File: src/rtl/adcraf_pkg.sv
// Package of constants and types for the converter accumulate and format stage
//==========================================================================
// Summary of operation
// RL1 - Repeat field 00/01/10/11 selects 1, 4, 8 or 16 summed conversions.
// RL2 - Done and window flags are raised once per completed repeat set only.
// RL3 - Burst off: every conversion of the set needs its own start trigger.
// RL4 - Burst on: one trigger runs the whole set back to back, self-timed.
// RL5 - Each conversion result is added into the high/low result byte pair.
// RL6 - Software keeps left justify at zero when repeat field is not 00.
// RL7 - Right justified, repeat 00: high byte bits 3-0 upper result bits.
// RL8 - Right justified, repeat 01: high byte bits 4-0 upper sum bits.
// RL9 - Right justified, repeat 10: high byte bits 5-0 upper sum bits.
// RL10 - Right justified, repeat 11: high byte holds upper 8 sum bits.
// RL11 - Left justified: high byte holds eight MSBs of the 12-bit result.
// RL12 - Right justified: low byte holds low eight bits of the accumulated sum.
// RL13 - Left justified: low byte bits 7-4 hold result bits 3-0, rest zero.
// RL14 - Configuration bit 0 enables the gain programming path.
// RL15 - Software rounds the clock divider quotient up, never truncates.
// RL16 - Conversion clock divides source by five-bit divider field plus one.
// RL17 - Divider source is system clock, or internal clock when bursting. Code instead divides the system clock by fixed BURST_DIV plus one when bursting.
// RL18 - Done flag reads one after a completed repeat set since last clear.
// RL19 - Writing one to busy starts conversion only when start source is 00.
// RL20 - Accumulator clears at the first conversion of each new repeat set.
// RL21 - High and low result bytes update together at the end of a set.
`default_nettype none
package adcraf_pkg;
  localparam int RES_W = 12;
  localparam int ACC_W = 16;
  localparam logic [7:0] ADDR_LOW = 8'hBD;
  localparam logic [7:0] ADDR_HIGH = 8'hBE;
  localparam logic [7:0] ADDR_CFG = 8'hBC;
  localparam logic [7:0] ADDR_CTL = 8'hE8;
  localparam logic [7:0] CFG_RESET = 8'hF8;
  localparam logic [7:0] CTL_RESET = 8'h00;
  localparam int CFG_GAIN_BIT = 0;
  localparam int CFG_RPT_LSB = 1;
  localparam int CFG_DIV_LSB = 3;
  localparam int CTL_CM_LSB = 0;
  localparam int CTL_LJ_BIT = 2;
  localparam int CTL_WIN_BIT = 3;
  localparam int CTL_BUSY_BIT = 4;
  localparam int CTL_DONE_BIT = 5;
  localparam int CTL_BURST_BIT = 6;
  localparam int CTL_EN_BIT = 7;
  localparam logic [1:0] CM_SOFTWARE = 2'h0;
  // Conversion time in SAR clocks, less one: track plus 12 bit decisions plus one
  localparam logic [4:0] SAR_CLOCKS = 5'h0E;
  localparam logic [4:0] BURST_DIV = 5'h01;
  typedef struct packed {
    logic [4:0] divider;
    logic [1:0] repeat_count_field;
    logic gain_program_on;
  } adcraf_cfg_s;
  typedef struct packed {
    logic enable;
    logic burst_run_on;
    logic left_justify_sel;
    logic [1:0] start_source_sel;
  } adcraf_ctl_s;
endpackage
`default_nettype wire

File: src/rtl/adcraf_sar_core.sv
// Timed conversion engine: divided SAR clock and a result capture per start
`default_nettype none
module adcraf_sar_core #(
  parameter int DIV_W = 5
) (
  input wire logic MCLK_I,
  input wire logic SRST_I,
  input wire logic start_i,
  input wire logic [DIV_W-1:0] divider_i,
  input wire logic [adcraf_pkg::RES_W-1:0] sample_i,
  output logic busy_o,
  output logic done_o,
  output logic [adcraf_pkg::RES_W-1:0] result_o
);
  logic [DIV_W-1:0] div_cnt, next_div_cnt;
  logic [4:0] bit_cnt, next_bit_cnt;
  logic busy, next_busy;
  logic done, next_done;
  logic [adcraf_pkg::RES_W-1:0] result, next_result;

  always_comb begin
    next_div_cnt = div_cnt;
    next_bit_cnt = bit_cnt;
    next_busy = busy;
    next_done = 1'b0;
    next_result = result;
    if (!busy) begin
      if (start_i) begin
        next_busy = 1'b1;
        next_div_cnt = divider_i;
        next_bit_cnt = adcraf_pkg::SAR_CLOCKS;
      end
    end else if (div_cnt != '0) begin
      next_div_cnt = div_cnt - 1'b1;
    end else begin
      // One SAR clock is divider plus one system clocks
      next_div_cnt = divider_i; // RL16
      if (bit_cnt == 5'h00) begin
        next_busy = 1'b0;
        next_done = 1'b1;
        next_result = sample_i;
      end else begin
        next_bit_cnt = bit_cnt - 5'h01;
      end
    end
  end

  always_ff @(posedge MCLK_I) begin
    if (SRST_I) begin
      div_cnt <= '0;
      bit_cnt <= 5'h00;
      busy <= 1'b0;
      done <= 1'b0;
      result <= '0;
    end else begin
      div_cnt <= next_div_cnt;
      bit_cnt <= next_bit_cnt;
      busy <= next_busy;
      done <= next_done;
      result <= next_result;
    end
  end

  assign busy_o = busy;
  assign done_o = done;
  assign result_o = result;
endmodule
`default_nettype wire

File: src/rtl/adcraf_top.sv
// Accumulate and format stage of the converter, reached through its SFRs
`default_nettype none
module adcraf_top (
  input wire logic MCLK_I,
  input wire logic SRST_I,
  input wire logic [7:0] SFR_ADDR_I,
  input wire logic [7:0] SFR_WDATA_I,
  input wire logic SFR_WR_I,
  input wire logic SFR_RD_I,
  output logic [7:0] SFR_RDATA_O,
  input wire logic EXT_START_I,
  input wire logic [adcraf_pkg::RES_W-1:0] SAMPLE_I,
  input wire logic WINDOW_HIT_I,
  output logic GAIN_PATH_ON_O,
  output logic CONVERSION_DONE_O
);
  //==========================================================================
  // Registers
  adcraf_pkg::adcraf_cfg_s cfg, next_cfg;
  adcraf_pkg::adcraf_ctl_s ctl, next_ctl;
  logic conversion_done_flag, next_conversion_done_flag;
  logic window_match_flag, next_window_match_flag;
  logic [7:0] result_high_byte, next_result_high_byte;
  logic [7:0] result_low_byte, next_result_low_byte;
  logic [adcraf_pkg::ACC_W-1:0] acc, next_acc;
  logic [3:0] conv_cnt, next_conv_cnt;
  logic burst_pending, next_burst_pending;
  logic [7:0] rdata, next_rdata;
  logic ext_meta, ext_sync, ext_prev;
  logic win_meta, win_sync;

  logic core_start, core_busy, core_done;
  logic [adcraf_pkg::RES_W-1:0] core_result;
  logic [4:0] core_div;
  logic wr_ctl, trigger, set_end;
  logic sw_start, ext_start;
  logic [3:0] last_index;
  logic [adcraf_pkg::ACC_W-1:0] sum;
  logic [7:0] fmt_high, fmt_low;

  //==========================================================================
  // Start decode
  assign wr_ctl = SFR_WR_I && (SFR_ADDR_I == adcraf_pkg::ADDR_CTL);

  // Software start decodes the bits being written, so one write can enable and start
  always_comb begin
    sw_start = wr_ctl && SFR_WDATA_I[adcraf_pkg::CTL_BUSY_BIT]
      && SFR_WDATA_I[adcraf_pkg::CTL_EN_BIT]
      && SFR_WDATA_I[adcraf_pkg::CTL_CM_LSB +: 2] == adcraf_pkg::CM_SOFTWARE; // RL19
    // External edges only count once the stored source selects them
    ext_start = ext_sync && !ext_prev && ctl.enable
      && ctl.start_source_sel != adcraf_pkg::CM_SOFTWARE;
    trigger = sw_start || ext_start;
  end

  // Index of the last conversion in a set
  always_comb begin
    case (cfg.repeat_count_field) // RL1
      2'h0: last_index = 4'h0;
      2'h1: last_index = 4'h3;
      2'h2: last_index = 4'h7;
      default: last_index = 4'hF;
    endcase
  end

  // Burst keeps issuing starts itself; otherwise each conversion needs a trigger
  assign core_start = !core_busy && (trigger || burst_pending); // RL3 RL4
  // Burst runs from a fixed fast divider standing in for the internal clock
  assign core_div = ctl.burst_run_on ? adcraf_pkg::BURST_DIV : cfg.divider; // RL17

  adcraf_sar_core #(
    .DIV_W(5)
  ) i_adcraf_sar_core (
    .MCLK_I(MCLK_I),
    .SRST_I(SRST_I),
    .start_i(core_start),
    .divider_i(core_div),
    .sample_i(SAMPLE_I),
    .busy_o(core_busy),
    .done_o(core_done),
    .result_o(core_result)
  );

  //==========================================================================
  // Accumulation and formatting
  always_comb begin
    if (conv_cnt == 4'h0) begin
      sum = {4'h0, core_result}; // RL20
    end else begin
      sum = acc + {4'h0, core_result}; // RL5
    end
  end
  assign set_end = core_done && (conv_cnt == last_index); // RL2

  always_comb begin
    fmt_low = sum[7:0]; // RL12
    case (cfg.repeat_count_field)
      2'h0: fmt_high = {4'h0, sum[11:8]}; // RL7
      2'h1: fmt_high = {3'h0, sum[12:8]}; // RL8
      2'h2: fmt_high = {2'h0, sum[13:8]}; // RL9
      default: fmt_high = sum[15:8]; // RL10
    endcase
    if (ctl.left_justify_sel) begin
      fmt_high = core_result[11:4]; // RL11
      fmt_low = {core_result[3:0], 4'h0}; // RL13
    end
  end

  always_comb begin
    next_acc = acc;
    next_conv_cnt = conv_cnt;
    next_burst_pending = burst_pending;
    next_result_high_byte = result_high_byte;
    next_result_low_byte = result_low_byte;
    if (core_start) begin
      next_burst_pending = 1'b0;
    end
    // A set end overrides a software write to the result bytes in the same cycle
    if (core_done) begin
      next_acc = sum;
      if (set_end) begin
        next_conv_cnt = 4'h0;
        next_result_high_byte = fmt_high; // RL21
        next_result_low_byte = fmt_low; // RL21
      end else begin
        next_conv_cnt = conv_cnt + 4'h1;
        next_burst_pending = ctl.burst_run_on; // RL4
      end
    end else if (SFR_WR_I && SFR_ADDR_I == adcraf_pkg::ADDR_HIGH) begin
      next_result_high_byte = SFR_WDATA_I;
    end else if (SFR_WR_I && SFR_ADDR_I == adcraf_pkg::ADDR_LOW) begin
      next_result_low_byte = SFR_WDATA_I;
    end
    // Disabling abandons a partly counted set
    if (!ctl.enable) begin
      next_conv_cnt = 4'h0;
      next_burst_pending = 1'b0;
    end
  end

  //==========================================================================
  // Flags and configuration
  always_comb begin
    next_cfg = cfg;
    next_ctl = ctl;
    next_conversion_done_flag = conversion_done_flag;
    next_window_match_flag = window_match_flag;
    if (SFR_WR_I && SFR_ADDR_I == adcraf_pkg::ADDR_CFG) begin
      next_cfg = SFR_WDATA_I;
    end
    if (wr_ctl) begin
      next_ctl.enable = SFR_WDATA_I[adcraf_pkg::CTL_EN_BIT];
      next_ctl.burst_run_on = SFR_WDATA_I[adcraf_pkg::CTL_BURST_BIT];
      next_ctl.left_justify_sel = SFR_WDATA_I[adcraf_pkg::CTL_LJ_BIT];
      next_ctl.start_source_sel = SFR_WDATA_I[adcraf_pkg::CTL_CM_LSB +: 2];
      next_conversion_done_flag = SFR_WDATA_I[adcraf_pkg::CTL_DONE_BIT];
      next_window_match_flag = SFR_WDATA_I[adcraf_pkg::CTL_WIN_BIT];
    end
    // Hardware set wins over a software clear in the same cycle
    if (set_end) begin
      next_conversion_done_flag = 1'b1; // RL18
      if (win_sync) begin
        next_window_match_flag = 1'b1; // RL2
      end
    end
  end

  always_comb begin
    case (SFR_ADDR_I)
      adcraf_pkg::ADDR_LOW: next_rdata = result_low_byte;
      adcraf_pkg::ADDR_HIGH: next_rdata = result_high_byte;
      adcraf_pkg::ADDR_CFG: next_rdata = cfg;
      adcraf_pkg::ADDR_CTL: next_rdata = {ctl.enable, ctl.burst_run_on,
        conversion_done_flag, core_busy || burst_pending, window_match_flag,
        ctl.left_justify_sel, ctl.start_source_sel};
      default: next_rdata = 8'h00;
    endcase
    if (!SFR_RD_I) begin
      next_rdata = rdata;
    end
  end

  always_ff @(posedge MCLK_I) begin
    if (SRST_I) begin
      cfg <= adcraf_pkg::CFG_RESET;
      ctl <= '0;
      conversion_done_flag <= 1'b0;
      window_match_flag <= 1'b0;
      result_high_byte <= 8'h00;
      result_low_byte <= 8'h00;
      acc <= '0;
      conv_cnt <= 4'h0;
      burst_pending <= 1'b0;
      rdata <= 8'h00;
      ext_meta <= 1'b0;
      ext_sync <= 1'b0;
      ext_prev <= 1'b0;
      win_meta <= 1'b0;
      win_sync <= 1'b0;
    end else begin
      cfg <= next_cfg;
      ctl <= next_ctl;
      conversion_done_flag <= next_conversion_done_flag;
      window_match_flag <= next_window_match_flag;
      result_high_byte <= next_result_high_byte;
      result_low_byte <= next_result_low_byte;
      acc <= next_acc;
      conv_cnt <= next_conv_cnt;
      burst_pending <= next_burst_pending;
      rdata <= next_rdata;
      ext_meta <= EXT_START_I;
      ext_sync <= ext_meta;
      ext_prev <= ext_sync;
      win_meta <= WINDOW_HIT_I;
      win_sync <= win_meta;
    end
  end

  assign SFR_RDATA_O = rdata;
  assign GAIN_PATH_ON_O = cfg.gain_program_on; // RL14
  assign CONVERSION_DONE_O = conversion_done_flag;
endmodule
`default_nettype wire

File: config.mk
export PLATFORM = sky130hd
export DESIGN_NAME = adcraf_top
export DESIGN_NICKNAME = d
export VERILOG_FILES = /design/src/rtl/adcraf_pkg.sv /design/src/rtl/adcraf_sar_core.sv /design/src/rtl/adcraf_top.sv
export SDC_FILE = /design/constraint.sdc
export NUM_CORES = 1
export LEC_CHECK = 0
export ABC_AREA = 1
export ABC_CLOCK_PERIOD_IN_PS = 4750
export BUFFER_PORTS_ARGS = -buffer_cell sky130_fd_sc_hd__buf_2
export CAP_MARGIN = 20
export CORE_MARGIN = 1
export CORE_UTILIZATION = 58
export DETAILED_ROUTE_END_ITERATION = 16
export PLACE_DENSITY = 0.85
export RECOVER_POWER = 50
export SLEW_MARGIN = 30
export SYNTH_ARGS = -nofsm -noshare
export SYNTH_HDL_FRONTEND = slang
export SYNTH_SLANG_ARGS = --single-unit
File: constraint.sdc
create_clock -name MCLK_I -period 4.75 [get_ports MCLK_I]
set_input_delay 0.475 -clock MCLK_I [delete_from_list [all_inputs] [get_ports MCLK_I]]
set_output_delay 0.475 -clock MCLK_I [all_outputs]
set_load 0.01 [all_outputs]
==> results.yml, run 1 <==
status:
  status: "completed"
yosys:
  seq_area_frac_synth: 0.3511
  synth_nets: 830
  syn-cell-area_mm2: 0.005075
  synth.distinct_cells: 42
  ys_ff_latch: 89
  syn_avg_cell_area_um2: 6.523
  synth_cells: 778
  synth_warnings: 0
grt:
  grt_pass1_wl_mm: 22.54
  grt_pass1_vias: 4753
  grt_max_degree: 43
  grt.overflow.total: 0
  antenna_found_initial: 0
  track_usage: 0.3221
flow_run:
  maxCapViolations: 0
drt:
  postRouteAntennaNets: 0
  drt_pass1_iterations: 6
  route.met2.wl_mm: 6.355
  top_layer: "met4"
  dr_total_vias: 5267
  drc: 0
  vias_per_cell: 5.731
  routed_wl_mm: 13.99
  met3_length_mm: 1.014
  drt-met1-wl_mm: 6.184
  wl_per_cell_um: 15.22
  drt_iter0_markers: 430
placed_design:
  post-place-ws_ns: 2.082
  dp_hpwl_mm: 10.63
  gp_congestion: 0.9446
  port_buffers: 43
  placed_cells: 903
final_layout:
  fillers: 759
  nets: 861
  layout_commonest_cell: "nand2_1"
  drive_gt1_frac: 0.08108
  num_antenna_cells: 0
  fin_util: 0.6554
  layout_common_cells: "207 x nand2_1, 89 x dfxtp_1, 88 x inv_1"
  stdcell_count: 919
  synthToLayoutAreaGrowth_pct: 7.717
sta:
  final.period_utilization: 0.5088
  finalSetupViolations: 0
  hold_viol_final: 0
  clock.fmax_ghz: 0.4138
  rsz0062_at_grt: "no"
  maxSlewHeadroom: 0.2979
  fin_skew_ns: 0.01053
  setup_slack_ns: 2.333
  period_minus_slack_ns: 2.417
  slew_viol_final: 0
  worstMarginPinSlew_ns: 1.045
  setup_tns_ns: 0
setup_path:
  worstSetupPathType: "in2reg"
  setup.worst_path.end: "cfg[2]"
  r2r_setup_slack_ns: 2.61
  cp_cell_sequence: "clkbuf_1 > nor2_1 > inv_1 > nor3_1 > nand2_1 > inv_1 > nand2_1 > a21oi_1"
  path_delay_family: "simple AND/OR/NAND/NOR gates"
  crit_cells: 8
  end_kind: "flop"
  worst-path-max-fanout: 11
  cp_slowest_cell: "nor3_1"
  start_kind: "primary input"
  worstPathArrival_ns: 2.72
  startpoint: "SFR_ADDR_I[1]"
  cp.required_ns: 5.05
  critPathMaxStageDelay_ns: 0.85
  worstPathBufferInverterCount: 3
  reg2regPathDepth: 11
  r2r-end: "result_low_byte[6]"
  r2r_start: "acc[0]"
die:
  ioPinCount: 44
  start_util: 0.6085
  row_count: 33
  die-area_mm2: 0.009128
  die_y_um: 95.54
  die_x_um: 95.54
  core-area_mm2: 0.008341
pwr:
  ir_drop_mv: 0.1526
  p_sw_w: 0.0003266
  p_sw_frac: 0.2438
  finalPower_w: 0.001340
  combinationalPowerShare: 0.040
  pwr-share-seq: 0.559
  p_per_area_mw_per_mm2: 245.0
  p_int_w: 0.001013
  power.leakage_nw: 2.461
  share_clk_of_total_power: 0.400
clock_network:
  cts_tree: "done"
  h-tree-depth: 3
  clkLatencyLatePin_ns: 0.37
  cts.sinks: 89
  ctsHoldBuffers: 0
  cts-root-buf: "clkbuf_8"
  cts_buffers: 9
  clkSlewWorstSetupHoldPaths_ns: 0.09
  cts_resized: 0
  clock_path_buffers: 2
  cts_setup_buffers: 0
min_path:
  min_path_type: "in2reg"
-- logic make-up after synthesis --
logic type	Yosys count	synth area share
xor+xnor	8	0.01381
simple gates	387	0.3353
compound gates	157	0.1607
fa+ha+maj	18	0.04586
flops	89	0.3511
buf+inv	119	0.09319
-- sequential cells by signal, summed over array words and instances (netlist names), 4 cells and up --
register	flops
SFR_RDATA_O	8
ctl	5
conv_cnt	4
cfg	7
i_adcraf_sar_core.div_cnt	5
acc	16
i_adcraf_sar_core.result_o	12
result_low_byte	8
result_high_byte	8
i_adcraf_sar_core.bit_cnt	5
-- how the worst min path moves through the flow --
| stage | startpoint | endpoint | slack, ns | cells after the start |
|---|---|---|---|---|
| floorplan | ext_meta | ext_sync | 0.39 | 2 |
| global placement | win_meta | win_sync | 0.39 | 2 |
| detailed placement | ext_meta | ext_sync | 0.40 | 2 |
| CTS | SAMPLE_I[0] | i_adcraf_sar_core.result_o[0] | 0.30 | 3 |
| global route | EXT_START_I | ext_meta | 0.32 | 3 |
| finish | SAMPLE_I[2] | i_adcraf_sar_core.result_o[2] | 0.29 | 3 |
-- metal layers --
| layer | up-vias | track usage |
|---|---|---|
| li1 | 2595 | - |
| met1 | 2387 | 0.4381 |
| met2 | 235 | 0.5089 |
| met3 | 50 | 0.05742 |
| met4 | 0 | 0.1182 |
| met5 | - | 0 |
-- synthesized netlist by cell type, drive strengths merged --
library cell  number  area share
nand2            211        0.16
inv               93       0.069
dfxtp             89        0.35
o21ai             86       0.085
nor2              78       0.061
nand3             61       0.062
a21oi             58       0.057
ha                17       0.042
nand4             17       0.022
buf               12       0.013
clkbuf            12      0.0091
nor3               8       0.014
o211ai             6      0.0089
nand3b             4      0.0059
xnor2              4      0.0069
xor2               4      0.0069
and2               3      0.0037
or2                3      0.0037
a21boi             2      0.0030
clkinv             2      0.0025
o22ai              2      0.0025
a211oi             1      0.0015
a21o               1      0.0015
and3               1      0.0012
fa                 1      0.0039
nor3b              1      0.0015
o21a               1      0.0015
-- power by group through the flow --
| stage | clock, W | combinational [W] | sequential, W |
|---|---|---|---|
| after CTS | 0.000537 | 0.0000542 | 0.000749 |
| after global routing | 0.000570 | 0.0000583 | 0.000750 |
| final | 0.000536 | 0.0000538 | 0.000749 |
| after detailed placement | 0 | 0.0000537 | 0.000767 |
| after floorplan | 0 | 0.0000272 | 0.000766 |
| after global placement | 0 | 0.0000518 | 0.000767 |
-- through the flow --
stage               hold slack, ns  area [um^2]
global placement            0.3894         5318
global route                0.3159         5466
finish                      0.2940         5466
floorplan                   0.3883         5075
CTS                         0.2966         5517
detailed placement          0.4004         5318
-- area by class of cell --
cell class              count  area [um^2]  area share
clock inverters             7        75.07     0.01373
repair buffers             44        207.7     0.03799
clock buffers               9        123.9     0.02266
flip-flops and latches     89         1782      0.3259
inverters                  95        361.6     0.06615
well taps                 105        131.4     0.02403
multi-input cells         570         2785      0.5095
-- worst reg2reg max path, cell delays in order, from the launching register on --
cell	delay, ns
dfxtp_1	0.33
ha_1	0.27
fa_1	0.47
nand3_1	0.10
nand3_1	0.13
nand2_1	0.09
nand2_1	0.13
nand2_1	0.09
nand2_1	0.05
o22ai_1	0.19
nand2_1	0.10
a21oi_1	0.13
Note: power is estimated with default switching activity, not from simulation.
==> inputs of run 2 (changes only) <==
Settings changed: ABC_CLOCK_PERIOD_IN_PS 4750 to 2550.
Clock period 4.75 ns to 2.55 ns, I/O delays scaled along.
==> run 2 against run 1 <==
  * Die area unchanged
  * Utilization increased by 0.64 points
  * Total power increased by 90%
  * Critical path depth increased by 1
  * Worst setup slack got worse by 1.8 ns
  * Largest power group unchanged
  * Critical endpoint is now result_low_byte[2]
  * Wire length increased by 2.2%
  * Sequential cell count unchanged
  * Combinational power increased by 93%
  * Via count increased by 0.89%
  * Critical path type is now reg2reg
  * Sequential power increased by 87%
  * Register-to-register slack got worse by 2.1 ns
  * Global-route usage increased by 1.1 points
==> results.yml, run 2 (same netlist as run 1, synthesis figures left out) <==
status:
  status: "completed"
pwr:
  p_per_area_mw_per_mm2: 460.9
  p_sw_frac: 0.2464
  p_int_w: 0.001917
  ir_drop_mv: 0.3412
  pwr-share-seq: 0.549
  share_clk_of_total_power: 0.410
  power.leakage_nw: 2.480
  p_sw_w: 0.0006269
  combinationalPowerShare: 0.041
placed_design:
  dpl_cell_area_mm2: 0.005348
  gp_congestion: 0.9557
  port_buffers: 43
  dp_hpwl_mm: 10.60
drt:
  routed_wl_mm: 14.29
  dr_total_vias: 5314
  vias_per_cell: 5.757
  drt_pass1_iterations: 7
  drt_iter0_markers: 489
  wl_per_cell_um: 15.48
  postRouteAntennaNets: 0
  drc: 0
setup_path:
  reg2regPathDepth: 9
  cp.required_ns: 2.85
  r2r-end: "result_low_byte[2]"
  worstSetupPathType: "reg2reg"
  cp_cell_sequence: "ha_1 > fa_1 > nand2_1 > inv_1 > o21ai_0 > o211ai_1 > o21ai_0 > o21ai_0 > nor2_1"
  worstPathArrival_ns: 2.32
  startpoint: "acc[0]"
  r2r_setup_slack_ns: 0.53
  worstPathBufferInverterCount: 1
  end_kind: "flop"
  path_delay_family: "adder cells"
  r2r_start: "acc[0]"
  crit_top_cell: "o21ai_0"
  critPathMaxStageDelay_ns: 0.45
  start_kind: "flop"
  worst-path-max-fanout: 4
  setup.worst_path.end: "result_low_byte[2]"
  crit_cells: 9
  cp_slowest_cell: "fa_1"
sta:
  period_minus_slack_ns: 2.016
  setup_tns_ns: 0
  rsz0062_at_grt: "no"
  clock.fmax_ghz: 0.4960
  fin_skew_ns: 0.01172
  maxSlewHeadroom: 0.03417
  final.period_utilization: 0.7907
  finalSetupViolations: 0
  hold_viol_final: 0
  worstMarginPinSlew_ns: 1.449
  slew_viol_final: 0
min_path:
  hold_path_depth: 3
  min_path_type: "in2reg"
  hp-start: "SAMPLE_I[9]"
final_layout:
  largest_reg_flops: 16
  drive_gt1_frac: 0.08680
  synthToLayoutAreaGrowth_pct: 8.777
  nets: 865
  layout_commonest_cell: "nand2_1"
  layout_common_cells: "206 x nand2_1, 89 x dfxtp_1, 88 x inv_1"
  num_antenna_cells: 0
  stdcell_area_mm2: 0.005520
  regMostFlops: "acc"
die:
  die-area_mm2: 0.009128
  start_util: 0.6085
  row_count: 33
  core-area_mm2: 0.008341
  ioPinCount: 44
  die_y_um: 95.54
  die_x_um: 95.54
grt:
  grt_max_degree: 29
  grt_pass1_vias: 4863
  track_usage: 0.3335
  grt_pass1_wl_mm: 23.27
  grt.overflow.total: 0
  antenna_found_initial: 0
clock_network:
  ctsHoldBuffers: 0
  cts-root-buf: "clkbuf_8"
  cts_tree: "done"
  cts_resized: 0
  clkLatencyLatePin_ns: 0.37
  cts.sinks: 89
  cts_setup_buffers: 0
  clkSlewWorstSetupHoldPaths_ns: 0.10
  h-tree-depth: 3
  cts_buffers: 9
  clock_path_buffers: 2
flow_run:
  maxCapViolations: 0
-- run 2: cell types whose count changed in the layout (fill, tap and decap cells not counted), sizes merged --
cell	before	now
buf	32	34
clkinvlp	0	2
clkbuf	21	24
inv	97	95
clkinv	4	3
-- run 2: worst reg2reg max path: stages (launching register included) --
cell,delay [ns]
dfxtp_1,0.33
ha_1,0.25
fa_1,0.45
nand2_1,0.09
inv_1,0.03
o21ai_0,0.15
o211ai_1,0.19
o21ai_0,0.22
o21ai_0,0.11
nor2_1,0.15
-- run 2: layout make-up --
type,instances,area (um^2)
sequential,89,1782
tap,105,131.4
clock inverter,6,73.82
clock buffer,10,137.6
inverter,95,361.6
fill,775,2820
timing repair buffer,48,230.2
multi-input combinational,570,2804
-- run 2: through the flow --
stage	setup slack, ns	total power (W)	instances	hold slack [ns]	util
global route	0.3361	0.002614	923	0.09189	0.6619
global placement	0.6748	0.001528	907	0.4009	0.6412
finish	0.5337	0.002544	923	0.08297	0.6619
floorplan	0.8192	0.001478	778	0.3620	-
CTS	0.5450	0.002554	923	0.08231	0.6665
detailed placement	0.5944	0.001532	907	0.4031	0.6412
-- run 2: power by group through the flow --
stage	Clock, W	Combinational (W)	Sequential [W]
2_1_floorplan	0	0.0000506	0.00143
3_3_place_gp	0	0.000101	0.00143
3_5_place_dp	0	0.000104	0.00143
4_1_cts	0.00105	0.000104	0.00140
5_1_grt	0.00111	0.000113	0.00140
6_report	0.00104	0.000104	0.00140
-- run 2: worst min-delay path by stage --
stage | end | slack (ns)
after detailed placement | win_sync | 0.40
after global placement | win_sync | 0.40
final | i_adcraf_sar_core.result_o[9] | 0.08
after global routing | i_adcraf_sar_core.result_o[11] | 0.09
after CTS | i_adcraf_sar_core.result_o[9] | 0.08
after floorplan | ext_meta | 0.36
-- run 2: routing by layer --
metal  vias up  track usage  wire length (um)
li1       2598            -                 -
met1      2432       0.4587              6287
met2       252       0.5298              6584
met3        32      0.04466              1109
met4         0       0.1269               309
met5         -            0                 0
==> inputs of run 3 (changes only) <==
Settings changed: ABC_AREA 1 to 0, ABC_CLOCK_PERIOD_IN_PS 2550 to 1850, CORE_UTILIZATION 58 to 54, PLACE_DENSITY 0.85 to 0.83.
Clock period 2.55 ns to 1.85 ns, I/O delays scaled along.
==> run 3 against run 2 <==
  * The flow now finishes with violations (setup timing)
  * Synthesized cell count is 25% lower
  * Worst hold slack got worse by 0.064 ns
  * Utilization grew 4.7 points
  * Sequential power is 37% higher
  * Clock skew shrank 0.0011 ns
  * Sequential share of layout area decreased by 3.4 points
  * Sequential cell count unchanged
  * Largest power group unchanged
==> results.yml, run 3 <==
status:
  status: "finished, violations left"
  violations: "setup timing"
die:
  row_count: 34
  ioPinCount: 44
  core-area_mm2: 0.008763
  die-area_mm2: 0.009497
  die_x_um: 97.45
  die_y_um: 97.45
  start_util: 0.5614
setup_path:
  end_kind: "flop"
  worstPathBufferInverterCount: 0
  path_delay_family: "compound AO/OA/AOI/OAI gates"
  critPathMaxStageDelay_ns: 0.35
  cp_cell_sequence: "ha_4 > fa_2 > a21o_4 > a311o_2 > o211ai_4 > o21bai_1 > xnor2_1 > o2111ai_1 > a311oi_1"
  cp_slowest_cell: "dfxtp_2"
  start_kind: "flop"
  cp.required_ns: 2.13
  worstPathArrival_ns: 2.63
  worstSetupPathType: "reg2reg"
  worst-path-max-fanout: 4
placed_design:
  dp_hpwl_mm: 9.887
  gp_congestion: 0.9035
  port_buffers: 43
  placed_cells: 772
  dpl_cell_area_mm2: 0.005680
grt:
  antenna_found_initial: 0
  track_usage: 0.2994
  grt_pass1_vias: 4965
  grt.overflow.total: 0
  grt_pass1_wl_mm: 22.98
  grt_max_degree: 47
min_path:
  min_path_type: "in2reg"
drt:
  dr_total_vias: 5143
  wl_per_cell_um: 18.51
  routed_wl_mm: 14.84
  drc: 0
  vias_per_cell: 6.413
  postRouteAntennaNets: 0
  drt_iter0_markers: 601
  drt_pass1_iterations: 6
yosys:
  ys_ff_latch: 89
  yosysMostFrequentCell: "dfxtp_1"
  synth_top_area_share: 0.3622
  ys_top_cells_by_count: "89 x dfxtp_1, 85 x nor2_1, 61 x nand2_1"
  synth_warnings: 0
  syn_avg_cell_area_um2: 8.410
  syn-cell-area_mm2: 0.004920
  synth_flop_cell: "dfxtp_1"
  synth_nets: 637
  seq_area_frac_synth: 0.3622
  synthTopCellsByArea: "dfxtp_1 36%, nor2_1 6.5%, mux2i_1 4.9%"
  synth_cells: 585
  async_flop_share: 0
  yosysTopAreaCell: "dfxtp_1"
  synth_edf_count: 0
  synth.distinct_cells: 78
final_layout:
  num_antenna_cells: 0
  drive_gt1_frac: 0.2853
  largest_reg_flops: 16
  layout_common_cells: "81 x nor2_1, 78 x dfxtp_1, 73 x buf_4"
  regMostFlops: "acc"
  layout_commonest_cell: "nor2_1"
  synthToLayoutAreaGrowth_pct: 26.35
  stdcell_area_mm2: 0.006216
  nets: 741
  stdcell_count: 802
sta:
  finalSetupViolations: 29
  final.period_utilization: 1.274
  maxSlewHeadroom: 0.1819
  setup_slack_ns: -0.5064
  period_minus_slack_ns: 2.356
  hold_slack_ns: 0.01877
  setup_tns_ns: -7.385
  hold_viol_final: 0
  worstMarginPinSlew_ns: 1.227
  slew_viol_final: 0
  clock.fmax_ghz: 0.4244
  fin_skew_ns: 0.01061
  rsz0062_at_grt: "yes"
clock_network:
  clkSlewWorstSetupHoldPaths_ns: 0.10
  h-tree-depth: 3
  cts-root-buf: "clkbuf_8"
  cts_tree: "done"
  clock_path_buffers: 2
  cts.sinks: 89
  ctsHoldBuffers: 0
  clkLatencyLatePin_ns: 0.37
  cts_buffers: 9
pwr:
  ir_drop_mv: 0.4210
  p_per_area_mw_per_mm2: 558.8
  finalPower_w: 0.003473
  power.leakage_nw: 2.504
flow_run:
  maxCapViolations: 0
run 3: cell types whose count changed after synthesis, moves of 11 or more:
cell / delta
nand3_1: -43
a21oi_1: -14
mux2i_1: +24
a31oi_1: +11
inv_1: -67
nand2_1: -144
o21ai_0: -58
nand4_1: -16
nor2_1: +11
a311oi_1: +13
run 3: cell families (layout without fill, tap and decap cells):
logic type | Yosys count | count (layout) | share of synthesized area
AOI/OAI and AO/OA | 158 | 159 | 0.2342
xor gates and xnor gates | 14 | 14 | 0.02492
adders and majority gates | 18 | 18 | 0.04730
buffers and inverters | 54 | 162 | 0.05645
DFF | 89 | 89 | 0.3622
muxes | 24 | 24 | 0.04883
and+or+nand+nor | 228 | 228 | 0.2261
run 3: path summary, 6_finish.rpt:
check	from	cells past startpoint	endpoint	slack, ns
worst max-delay path	acc[0]	9	result_high_byte[2]	-0.51
worst min-delay path	WINDOW_HIT_I	2	win_meta	0.02
worst max register to register	acc[0]	9	result_high_byte[2]	-0.51
worst min register to register	ext_meta	1	ext_sync	0.46
run 3: per-layer routing:
layer,up-vias,global-route usage,wire (um)
met1,2394,0.3506,5452
met3,89,0.04460,1288
met5,-,0,0
li1,2328,-,-
met2,332,0.5126,7326
met4,0,0.1855,777
run 3: repair_timing:
action                     CTS  global route
setup endpoints to repair   44            43
pin swaps                   21            19
gates resized for setup     23            38
setup buffers                8             6
gates cloned                 1             1
run 3: stage by stage:
stage	worst slack (ns)	util
6_report	-0.5064	0.7093
5_1_grt	-0.6031	0.7093
4_1_cts	-0.4092	0.6893
3_5_place_dp	-0.4021	0.6482
3_3_place_gp	-0.3438	0.6482
2_1_floorplan	-0.2755	-
run 3: cell type report:
| type | instances | area (um^2) |
|---|---|---|
| timing repair buffer | 126 | 879.6 |
| clock buffer | 10 | 127.6 |
| clock inverter | 6 | 76.32 |
| fill | 614 | 2547 |
| inverter | 20 | 75.07 |
| tap | 108 | 135.1 |
| sequential | 89 | 1798 |
| multi-input combinational | 443 | 3124 |
run 3: report_power, final:
| group | internal (W) | switching [W] |
|---|---|---|
| combinational | 0.0000513 | 0.0000884 |
| clock | 0.000647 | 0.000765 |
| sequential | 0.00192 | 0.00000280 |
